File: src/rtl/ea_gen_map.vh
// constants for the effective address generator: mode codes, sizes and field widths
`ifndef EA_GEN_MAP_VH
`define EA_GEN_MAP_VH
// addressing mode codes, eighteen in all
`define MODE_DATA_DIRECT 5'h00
`define MODE_ADDR_DIRECT 5'h01
`define MODE_ADDR_IND 5'h02
`define MODE_ADDR_POSTINC 5'h03
`define MODE_ADDR_PREDEC 5'h04
`define MODE_ADDR_DISP 5'h05
`define MODE_ADDR_IDX_SHORT 5'h06
`define MODE_ADDR_IDX_BASE 5'h07
`define MODE_ADDR_MEM_POST 5'h08
`define MODE_ADDR_MEM_PRE 5'h09
`define MODE_PC_DISP 5'h0a
`define MODE_PC_IDX_SHORT 5'h0b
`define MODE_PC_IDX_BASE 5'h0c
`define MODE_PC_MEM_POST 5'h0d
`define MODE_PC_MEM_PRE 5'h0e
`define MODE_ABS_SHORT 5'h0f
`define MODE_ABS_LONG 5'h10
`define MODE_IMMEDIATE 5'h11
// operand size codes
`define SIZE_BYTE 3'h0
`define SIZE_WORD 3'h1
`define SIZE_LONG 3'h2
`define SIZE_QUAD 3'h3
`define SIZE_BCD_PACKED 3'h4
`define SIZE_BCD_UNPACKED 3'h5
`define SIZE_BITFIELD 3'h6
// field widths
`define ADDR_W_FULL 32
`define ADDR_W_REDUCED 24
`define FC_W 3
`define BF_MAX_LEN 6'h20
`endif

File: src/rtl/ea_disp_ext.v
// sign extension of a short or long displacement field
`timescale 1ns/1ps
module ea_disp_ext (
  // raw field and its width selects
  input wire [31:0] raw_i,
  input wire byte_sel_i,
  input wire long_sel_i,
  // extended result
  output reg [31:0] ext_o
);
  // long passes, word and byte are twos complement extended
  always @* begin
    if (long_sel_i) begin
      ext_o = raw_i;
    end else if (byte_sel_i) begin
      ext_o = {{24{raw_i[7]}}, raw_i[7:0]};
    end else begin
      ext_o = {{16{raw_i[15]}}, raw_i[15:0]};
    end
  end
endmodule

File: src/rtl/ea_index_scale.v
// index register size select and scale
`timescale 1ns/1ps
module ea_index_scale (
  // index value and controls
  input wire [31:0] idx_i,
  input wire idx_long_i,
  input wire [1:0] scale_i,
  // scaled index
  output reg [31:0] scaled_o
);
  reg [31:0] sized;
  // word index is sign extended before scaling; overflow wraps like the adder
  always @* begin
    sized = idx_long_i ? idx_i : {{16{idx_i[15]}}, idx_i[15:0]};
    scaled_o = sized << scale_i;
  end
endmodule

File: src/rtl/effective_address_generator.v
// effective address generator with memory indirection and bus error continuation
`timescale 1ns/1ps
`include "ea_gen_map.vh"
module effective_address_generator #(
  parameter REDUCED = 0
) (
  // clock and reset
  input wire clock_i,
  input wire nrst_i,
  // request from the decoder
  input wire start_i,
  input wire [4:0] mode_i,
  input wire [2:0] size_i,
  input wire [5:0] bf_len_i,
  input wire [2:0] fc_i,
  input wire [31:0] addr_reg_i,
  input wire [31:0] data_reg_i,
  input wire [31:0] idx_addr_reg_i,
  input wire [31:0] idx_data_reg_i,
  input wire idx_from_addr_i,
  input wire idx_long_i,
  input wire [1:0] scale_i,
  input wire [31:0] pc_i,
  input wire [31:0] base_disp_i,
  input wire base_long_i,
  input wire [31:0] outer_disp_i,
  input wire outer_en_i,
  input wire outer_long_i,
  input wire [31:0] ext_word_i,
  input wire [1:0] imm_size_i,
  // memory bus side
  input wire bus_ack_i,
  input wire bus_err_i,
  input wire [31:0] bus_data_i,
  // handler return
  input wire resume_i,
  input wire rerun_i,
  // results
  output reg busy_o,
  output reg done_o,
  output reg [31:0] ea_o,
  output reg [31:0] operand_o,
  output reg is_operand_o,
  output reg [31:0] addr_reg_new_o,
  output reg addr_reg_we_o,
  output reg bad_mode_o,
  output reg bus_req_o,
  output reg [31:0] bus_addr_o,
  output reg [2:0] bus_fc_o,
  output reg fault_o
);
  // one-hot states
  localparam [4:0] ST_IDLE = 5'h01;
  localparam [4:0] ST_FETCH = 5'h02;
  localparam [4:0] ST_FINAL = 5'h04;
  localparam [4:0] ST_SUSP = 5'h08;
  localparam [4:0] ST_DONE = 5'h10;
  reg [4:0] state;
  reg [4:0] next_state;
  // latched request fields, held across a fault so continuation needs no decoder
  reg [4:0] mode; // decides the register write at the finish
  reg [31:0] inter_addr; // bracketed address for the indirect read
  reg [31:0] post_add; // amount added after the indirect read
  reg [31:0] addr_mask;
  // extended displacement values
  wire [31:0] short_ext;
  wire [31:0] word_ext;
  wire [31:0] base_ext;
  wire [31:0] outer_ext;
  wire [31:0] scaled_idx;
  wire [31:0] outer_term;
  wire [31:0] idx_src;
  reg [31:0] step;
  reg [31:0] calc_ea;
  reg [31:0] calc_inter;
  reg [31:0] calc_post;
  reg [31:0] calc_imm;
  reg calc_mem;
  reg calc_is_op;
  reg calc_bad;
  reg [31:0] base_sel;
  reg [31:0] size_bytes;
  // index source picked from either register file
  assign idx_src = idx_from_addr_i ? idx_addr_reg_i : idx_data_reg_i;
  // short displacement in the extension word
  ea_disp_ext u_short (
    .raw_i(ext_word_i),
    .byte_sel_i(1'b1),
    .long_sel_i(1'b0),
    .ext_o(short_ext)
  );
  // word displacement in the extension word
  ea_disp_ext u_word (
    .raw_i(ext_word_i),
    .byte_sel_i(1'b0),
    .long_sel_i(1'b0),
    .ext_o(word_ext)
  );
  // base displacement, word or long
  ea_disp_ext u_base (
    .raw_i(base_disp_i),
    .byte_sel_i(1'b0),
    .long_sel_i(base_long_i),
    .ext_o(base_ext)
  );
  // outer displacement, word or long
  ea_disp_ext u_outer (
    .raw_i(outer_disp_i),
    .byte_sel_i(1'b0),
    .long_sel_i(outer_long_i),
    .ext_o(outer_ext)
  );
  // scaled index
  ea_index_scale u_idx (
    .idx_i(idx_src),
    .idx_long_i(idx_long_i),
    .scale_i(scale_i),
    .scaled_o(scaled_idx)
  );
  // optional outer term is zero when absent
  assign outer_term = outer_en_i ? outer_ext : 32'h0000_0000;
  // address width, reduced variant drops the top byte
  always @* begin
    addr_mask = REDUCED ? 32'h00ff_ffff : 32'hffff_ffff;
  end
  // byte step for postincrement and predecrement, from operand size
  always @* begin
    case (size_i)
      `SIZE_BYTE: size_bytes = 32'h0000_0001;
      `SIZE_WORD: size_bytes = 32'h0000_0002;
      `SIZE_LONG: size_bytes = 32'h0000_0004;
      `SIZE_QUAD: size_bytes = 32'h0000_0008;
      `SIZE_BCD_PACKED: size_bytes = 32'h0000_0001;
      `SIZE_BCD_UNPACKED: size_bytes = 32'h0000_0001;
      // a bit field steps by a long word
      default: size_bytes = 32'h0000_0004;
    endcase
    step = size_bytes;
  end
  // immediate width select
  always @* begin
    case (imm_size_i)
      2'h0: calc_imm = {24'h00_0000, ext_word_i[7:0]};
      2'h1: calc_imm = {16'h0000, ext_word_i[15:0]};
      default: calc_imm = ext_word_i;
    endcase
  end
  // address arithmetic for every mode
  always @* begin
    calc_ea = 32'h0000_0000;
    calc_inter = 32'h0000_0000;
    calc_post = 32'h0000_0000;
    calc_mem = 1'b0;
    calc_is_op = 1'b0;
    calc_bad = 1'b0;
    // pc modes share the register mode datapath with pc as base
    base_sel = (mode_i >= `MODE_PC_DISP) ? pc_i : addr_reg_i;
    case (mode_i)
      // register direct modes hand back the register itself
      `MODE_DATA_DIRECT: begin
        calc_is_op = 1'b1;
        calc_ea = data_reg_i;
      end
      `MODE_ADDR_DIRECT: begin
        calc_is_op = 1'b1;
        calc_ea = addr_reg_i;
      end
      // indirect forms; predecrement steps before the access
      `MODE_ADDR_IND: calc_ea = addr_reg_i;
      `MODE_ADDR_POSTINC: calc_ea = addr_reg_i;
      `MODE_ADDR_PREDEC: calc_ea = addr_reg_i - step;
      // displacement and index forms, shared by the pc modes
      `MODE_ADDR_DISP, `MODE_PC_DISP: calc_ea = base_sel + word_ext;
      `MODE_ADDR_IDX_SHORT, `MODE_PC_IDX_SHORT: begin
        calc_ea = base_sel + short_ext + scaled_idx;
      end
      `MODE_ADDR_IDX_BASE, `MODE_PC_IDX_BASE: begin
        calc_ea = base_sel + base_ext + scaled_idx;
      end
      // postindexed: the index waits until after the indirect read
      `MODE_ADDR_MEM_POST, `MODE_PC_MEM_POST: begin
        calc_mem = 1'b1;
        calc_inter = base_sel + base_ext;
        calc_post = scaled_idx + outer_term;
      end
      // preindexed: the index goes into the bracketed address
      `MODE_ADDR_MEM_PRE, `MODE_PC_MEM_PRE: begin
        calc_mem = 1'b1;
        calc_inter = base_sel + base_ext + scaled_idx;
        calc_post = outer_term;
      end
      // absolute and immediate forms come from the extension word
      `MODE_ABS_SHORT: calc_ea = {{16{ext_word_i[15]}}, ext_word_i[15:0]};
      `MODE_ABS_LONG: calc_ea = ext_word_i;
      `MODE_IMMEDIATE: begin
        calc_is_op = 1'b1;
        calc_ea = calc_imm;
      end
      // codes past the last mode are refused
      default: calc_bad = 1'b1;
    endcase
    // a bit field longer than a long word or of zero length is refused
    if (size_i == `SIZE_BITFIELD && (bf_len_i == 6'h00 || bf_len_i > `BF_MAX_LEN)) begin
      calc_bad = 1'b1;
    end
  end
  // next state
  always @* begin
    next_state = state;
    case (state)
      // a refused request leaves the machine idle
      ST_IDLE: begin
        if (start_i && !calc_bad) begin
          next_state = calc_mem ? ST_FETCH : ST_DONE;
        end
      end
      ST_FETCH: begin
        // error wins over acknowledge in the same cycle
        if (bus_err_i) begin
          next_state = ST_SUSP;
        end else if (bus_ack_i) begin
          next_state = ST_FINAL;
        end
      end
      ST_FINAL: next_state = ST_DONE;
      // hold until the handler returns; rerun repeats the read
      ST_SUSP: begin
        if (resume_i) begin
          next_state = rerun_i ? ST_FETCH : ST_FINAL;
        end
      end
      ST_DONE: next_state = ST_IDLE;
      // an illegal state code drops back to idle
      default: next_state = ST_IDLE;
    endcase
  end
  // state register and datapath latches
  always @(posedge clock_i or negedge nrst_i) begin
    if (!nrst_i) begin
      // every output and latch clears to a constant
      state <= ST_IDLE;
      mode <= 5'h00;
      inter_addr <= 32'h0000_0000;
      post_add <= 32'h0000_0000;
      busy_o <= 1'b0;
      done_o <= 1'b0;
      ea_o <= 32'h0000_0000;
      operand_o <= 32'h0000_0000;
      is_operand_o <= 1'b0;
      addr_reg_new_o <= 32'h0000_0000;
      addr_reg_we_o <= 1'b0;
      bad_mode_o <= 1'b0;
      bus_req_o <= 1'b0;
      bus_addr_o <= 32'h0000_0000;
      bus_fc_o <= 3'h0;
      fault_o <= 1'b0;
    end else begin
      // pulses fall back unless a branch below raises them
      state <= next_state;
      done_o <= 1'b0;
      addr_reg_we_o <= 1'b0;
      bad_mode_o <= 1'b0;
      case (state)
        // take a request; a refused one only pulses the bad flag
        ST_IDLE: begin
          if (start_i) begin
            mode <= mode_i;
            bad_mode_o <= calc_bad;
            if (!calc_bad) begin
              busy_o <= 1'b1;
              inter_addr <= calc_inter & addr_mask;
              post_add <= calc_post;
              ea_o <= calc_is_op ? calc_ea : (calc_ea & addr_mask);
              is_operand_o <= calc_is_op;
              operand_o <= calc_is_op ? calc_ea : 32'h0000_0000;
              bus_fc_o <= fc_i;
              // memory-indirect forms start the long-word read at once
              if (calc_mem) begin
                bus_req_o <= 1'b1;
                bus_addr_o <= calc_inter & addr_mask;
              end
              // register update for the stepping modes
              if (mode_i == `MODE_ADDR_POSTINC) begin
                addr_reg_new_o <= addr_reg_i + step;
              end else begin
                addr_reg_new_o <= calc_ea;
              end
            end
          end
        end
        // no retry here; the handler decides whether to rerun
        ST_FETCH: begin
          if (bus_err_i) begin
            bus_req_o <= 1'b0;
            fault_o <= 1'b1;
          end else if (bus_ack_i) begin
            bus_req_o <= 1'b0;
            ea_o <= bus_data_i;
          end
        end
        // outer displacement and postindex go on only after the fetch
        ST_FINAL: begin
          ea_o <= (ea_o + post_add) & addr_mask;
        end
        ST_SUSP: begin
          // latched state is kept so the instruction continues, not restarts
          if (resume_i) begin
            fault_o <= 1'b0;
            if (rerun_i) begin
              bus_req_o <= 1'b1;
              bus_addr_o <= inter_addr;
            end else begin
              ea_o <= bus_data_i;
            end
          end
        end
        // one-cycle finish; the register write rides the same pulse
        ST_DONE: begin
          busy_o <= 1'b0;
          done_o <= 1'b1;
          addr_reg_we_o <= (mode == `MODE_ADDR_POSTINC) || (mode == `MODE_ADDR_PREDEC);
        end
        default: busy_o <= 1'b0;
      endcase
    end
  end
endmodule

File: config.mk
export PLATFORM = sky130hd
export DESIGN_NAME = effective_address_generator
export DESIGN_NICKNAME = d
export VERILOG_FILES = /design/src/rtl/ea_disp_ext.v /design/src/rtl/ea_index_scale.v /design/src/rtl/effective_address_generator.v
export VERILOG_INCLUDE_DIRS = /design/src /design/src/rtl
export SDC_FILE = /design/constraint.sdc
export NUM_CORES = 1
export LEC_CHECK = 0
export BUFFER_PORTS_ARGS = -buffer_cell sky130_fd_sc_hd__buf_2
export CAP_MARGIN = 20
export CORE_ASPECT_RATIO = 1.75
export CORE_MARGIN = 4
export CORE_UTILIZATION = 30
export CTS_CLUSTER_DIAMETER = 200
export DETAILED_ROUTE_END_ITERATION = 16
export SYNTH_ARGS = -nofsm -noshare
export SYNTH_HDL_FRONTEND = slang
export SYNTH_HIERARCHICAL = 1
export SYNTH_SLANG_ARGS = --single-unit
File: constraint.sdc
create_clock -name clock_i -period 4.3 [get_ports clock_i]
set_input_delay 0.215 -clock clock_i [delete_from_list [all_inputs] [get_ports clock_i]]
set_output_delay 0.215 -clock clock_i [all_outputs]
set_load 0.03 [all_outputs]
==> run_results.csv <==
group,metric,value,unit
timing,tightest_slew,1.03,ns
worst_setup_path,cp_max_fo,7,
die,core,0.0893,mm2
power_and_ir_drop,p_leak,19.5,nW
power_and_ir_drop,ir_drop,0.319,mV
layout,postLayoutCellArea,0.0396,mm2
min_path,hp-start,"bus_data_i[27]",
synthesis,postSynthAreaPerCell,7.81,um2
routing,drc,0,
worst_setup_path,arrival,5.53,ns
die,die_y,404,um
clocking,cts_buffers,24,
synthesis,netlist-cell-type-count,109,
routing,vias,31700,
timing,setup_viol,115,
die,rows,145,
power_and_ir_drop,p_sw,10.3,mW
synthesis,syn_area,0.0269,mm2
die,start_util,0.302,
grt,antenna_found_initial,12,
worst_setup_path,startpoint_type,"primary input",
worst_setup_path,r2r_start,"ea_o[0]$_DFFE_PN0P_",
synthesis,yosys_warnings,6,
synthesis,yosys_most_used_dff,"dfrtp_1",
routing,initialDrtViolationCount,2190,
clocking,cts_htree_levels,1,
grt,overflow,0,
synthesis,ys_seq_area_frac,0.197,
layout,nNetsFinal,5106,
placement,io_buffers,458,
grt,grt_usage,0.309,
timing,slew_headroom,0.312,
routing,vias_per_cell,5.52,
clocking,cts_buffer_depth,3,
synthesis,synth_seq_cells,212,
layout,area_growth,46.9,%
worst_setup_path,critPathKind,"primary input to flop",
clocking,cts_tree,"built",
synthesis,yosysTopAreaCell,"dfrtp_1",
worst_setup_path,cp.required,4.74,ns
placement,hpwl,128,mm
clocking,root_buffer,"clkbuf_16",
timing,finalHoldViolations,0,
layout,fillers,9067,
routing,antenna_left,0,
timing,rsz0062_at_grt,"yes",
power_and_ir_drop,power_density,525,mW/mm2
min_path,min_path_cells,3,
synthesis,async_flop_share,1.00,
run_status,outcome,"complete, but fails checks",
placement,gp_congestion,1.06,
routing,dr.pass1.iters,5,
routing,wire_per_inst,26.6,um
grt,grt_pass1_vias,31900,
layout,drive_gt1_frac,0.376,
die,fp.dieArea,0.0948,mm2
min_path,hold_end,"ea_o[27]$_DFFE_PN0P_",
power_and_ir_drop,comb_power_share,0.730,
power_and_ir_drop,seq_power_share,0.159,
timing,fin_crit_sh,1.18,
power_and_ir_drop,swShare,0.496,
synthesis,ys_top_cells_by_area,"dfrtp_1 (20%), ha_1 (9.2%), o21ai_0 (5.2%)",
grt,grt_pass1_wl,213,mm
synthesis,synth_edf_count,0,
timing,fin_setup_tns,-51.63,ns
worst_setup_path,rrSetupSlack,0.67,ns
routing,finalWirelength,153,mm
clocking,clkLatencyLatePin,0.57,ns
clocking,cts.sinks,212,
timing,drv_slew,0,
placement,place_area,0.0356,mm2
min_path,min-delay-path-class,"primary input to flop",
grt,grt_max_degree,108,
timing,fin_ws,-0.791,ns
power_and_ir_drop,internal-power,10.5,mW
timing,skew,0.0150,ns
timing,fin_crit,5.09,ns
worst_setup_path,rr_endpoint,"ea_o[28]$_DFFE_PN0P_",
flow_run,maxCapViolCount,0,
placement,dp_slack,-1.57,ns
die,die_width,234,um
run_status,failed_checks,"setup timing",
synthesis,netlist.area_leader.share,0.196,
worst_setup_path,critPathCaptureType,"flop",
synthesis,syn_inst,3447,
die,pin_count,459,
clocking,clk_pin_slew,0.07,ns
worst_setup_path,r2r_cells,13,
timing,max_freq,196,MHz
power_and_ir_drop,power_frac_clock,0.111,
[state kept, by name, indices dropped and copies added, names as in the netlist, 5 cells and up]
| name | cells |
|---|---|
| ea_o | 32 |
| addr_reg_new_o | 32 |
| bus_addr_o | 32 |
| mode | 5 |
| post_add | 32 |
| operand_o | 32 |
| state | 5 |
| inter_addr | 32 |
[layer usage]
layer,part of all wire,global-route usage,vias up
met3,0.054,0.0423,557
met1,0.33,0.306,15300
li1,-,-,14600
met5,0.00028,0,-
met4,0.14,0.321,6
met2,0.48,0.529,1294
[metrics by stage]
step	total power [mW]	hold WS, ns	utilization	instances
floorplan	10.2	-0.0806	-	3459
global placement	16.4	0.161	0.399	5594
detailed placement	16.4	0.159	0.399	5594
CTS	20.1	0.00652	0.434	5720
global route	21.8	0.0384	0.443	5745
finish	20.8	0.0199	0.443	5749
[power groups by stage]
stage | Clock (mW) | Sequential [mW] | Combinational (mW)
4_1_cts | 2.34 | 3.30 | 14.4
3_5_place_dp | 0 | 3.33 | 13.1
5_1_grt | 2.40 | 3.36 | 16.0
3_3_place_gp | 0 | 3.31 | 13.0
2_1_floorplan | 0 | 3.93 | 6.25
6_report | 2.31 | 3.30 | 15.2
[cell usage after synthesis, types with 24 or more instances]
library cell  number
a211oi_1          40
a21o_1           106
a21oi_1          246
a221oi_1          53
a22o_1            26
a22oi_1           45
a31oi_1           24
and2_1            44
and3_1            37
buf_2             40
buf_4             37
clkbuf_1         116
dfrtp_1          211
fa_1              39
ha_1             198
inv_1            279
mux2_2            71
mux2i_1          135
nand2_1          347
nand2b_1          31
nand3_1           66
nand4_1           29
nor2_1           233
nor2b_1           32
nor3_1            50
o211ai_1          24
o21a_1            42
o21ai_0          281
o21bai_1          24
o221ai_1          36
xnor2_1          109
xor2_1            78
[critical path, cell delays in order]
cell and delay (ns):
buf_6 0.09, o21a_1 0.20, nor2_4 0.14, buf_12 0.16
mux2_4 0.33, ha_4 0.17, inv_2 0.05, fa_2 0.20
nor2b_1 0.05, o31a_1 0.28, o31ai_4 0.31, buf_4 0.18
buf_6 0.10, o22ai_4 0.10, a2111o_1 0.40, a21o_1 0.17
a21oi_2 0.15, xnor2_2 0.20, ha_4 0.27, a21o_1 0.16
a21o_1 0.23, a211oi_2 0.24, nand2_1 0.11, o21ai_2 0.19
xnor2_2 0.12, a221o_1 0.37, buf_12 0.15, a22o_1 0.17
[placed cells by master, fill, tap and decap left out, drive strengths merged, types with 33 or more instances in the layout]
cell,netlist,final
o221ai,36,36
buf,105,1255
clkbuf,120,33
nand3,67,67
xor2,79,79
nand2,349,349
ha,198,198
nor2,233,233
dfrtp,211,211
and3,37,37
a211oi,40,40
inv,279,282
o21ai,295,295
and2,44,44
mux2i,139,139
a22oi,45,45
a21o,106,106
a21oi,246,246
fa,39,39
nor3,51,51
o21a,43,43
mux2,71,71
xnor2,109,109
a221oi,55,55
[timing repair]
| item | in CTS | in global routing |
|---|---|---|
| hold buffers | 32 | 0 |
| pin swaps | 140 | 60 |
| setup endpoints to repair | 116 | 120 |
| endpoints found under the hold margin | 81 | 0 |
| gates cloned | 1 | 0 |
| gates resized for setup | 327 | 134 |
| setup buffers | 61 | 20 |
[layout make-up]
cell class | instances | area (um2) | share of cell area
inverters | 279 | 1050 | 0.0265
clock buffers | 32 | 682 | 0.0172
clock inverters | 11 | 169 | 0.00427
repair buffers | 1288 | 9200 | 0.232
flip-flops and latches | 212 | 5310 | 0.134
well taps | 1176 | 1470 | 0.0372
diodes | 8 | 20.0 | 0.000506
multi-input cells | 2743 | 21700 | 0.548
[how the worst max path moves through the flow]
stage	startpoint	endpoint	slack, ns	depth (start not counted)
after global routing	mode_i[2]	ea_o[31]$_DFFE_PN0P_	-0.95	30
after detailed placement	mode_i[2]	addr_reg_new_o[20]$_DFFE_PN0P_	-1.57	28
after floorplan	mode_i[2]	addr_reg_new_o[29]$_DFFE_PN0P_	-0.89	27
final	mode_i[2]	operand_o[30]$_DFFE_PN0P_	-0.79	28
after global placement	mode_i[2]	addr_reg_new_o[20]$_DFFE_PN0P_	-1.47	28
after CTS	mode_i[2]	operand_o[26]$_DFFE_PN0P_	-0.68	28
[logic make-up (layout without fill, tap and decap cells)]
| logic type | count (synthesis) | count (layout) | synth area share |
|---|---|---|---|
| buffers and inverters | 504 | 1610 | 0.0822 |
| XOR/XNOR | 189 | 189 | 0.0623 |
| adder cells (fa/ha/maj) | 237 | 237 | 0.121 |
| other | 2 | 22 | 0.000279 |
| flip-flops | 212 | 212 | 0.197 |
| AO/OA/AOI/OAI | 1117 | 1117 | 0.273 |
| multiplexers | 222 | 222 | 0.0924 |
| AND/OR/NAND/NOR | 964 | 964 | 0.172 |
Note: power is estimated with default switching activity, not from simulation.
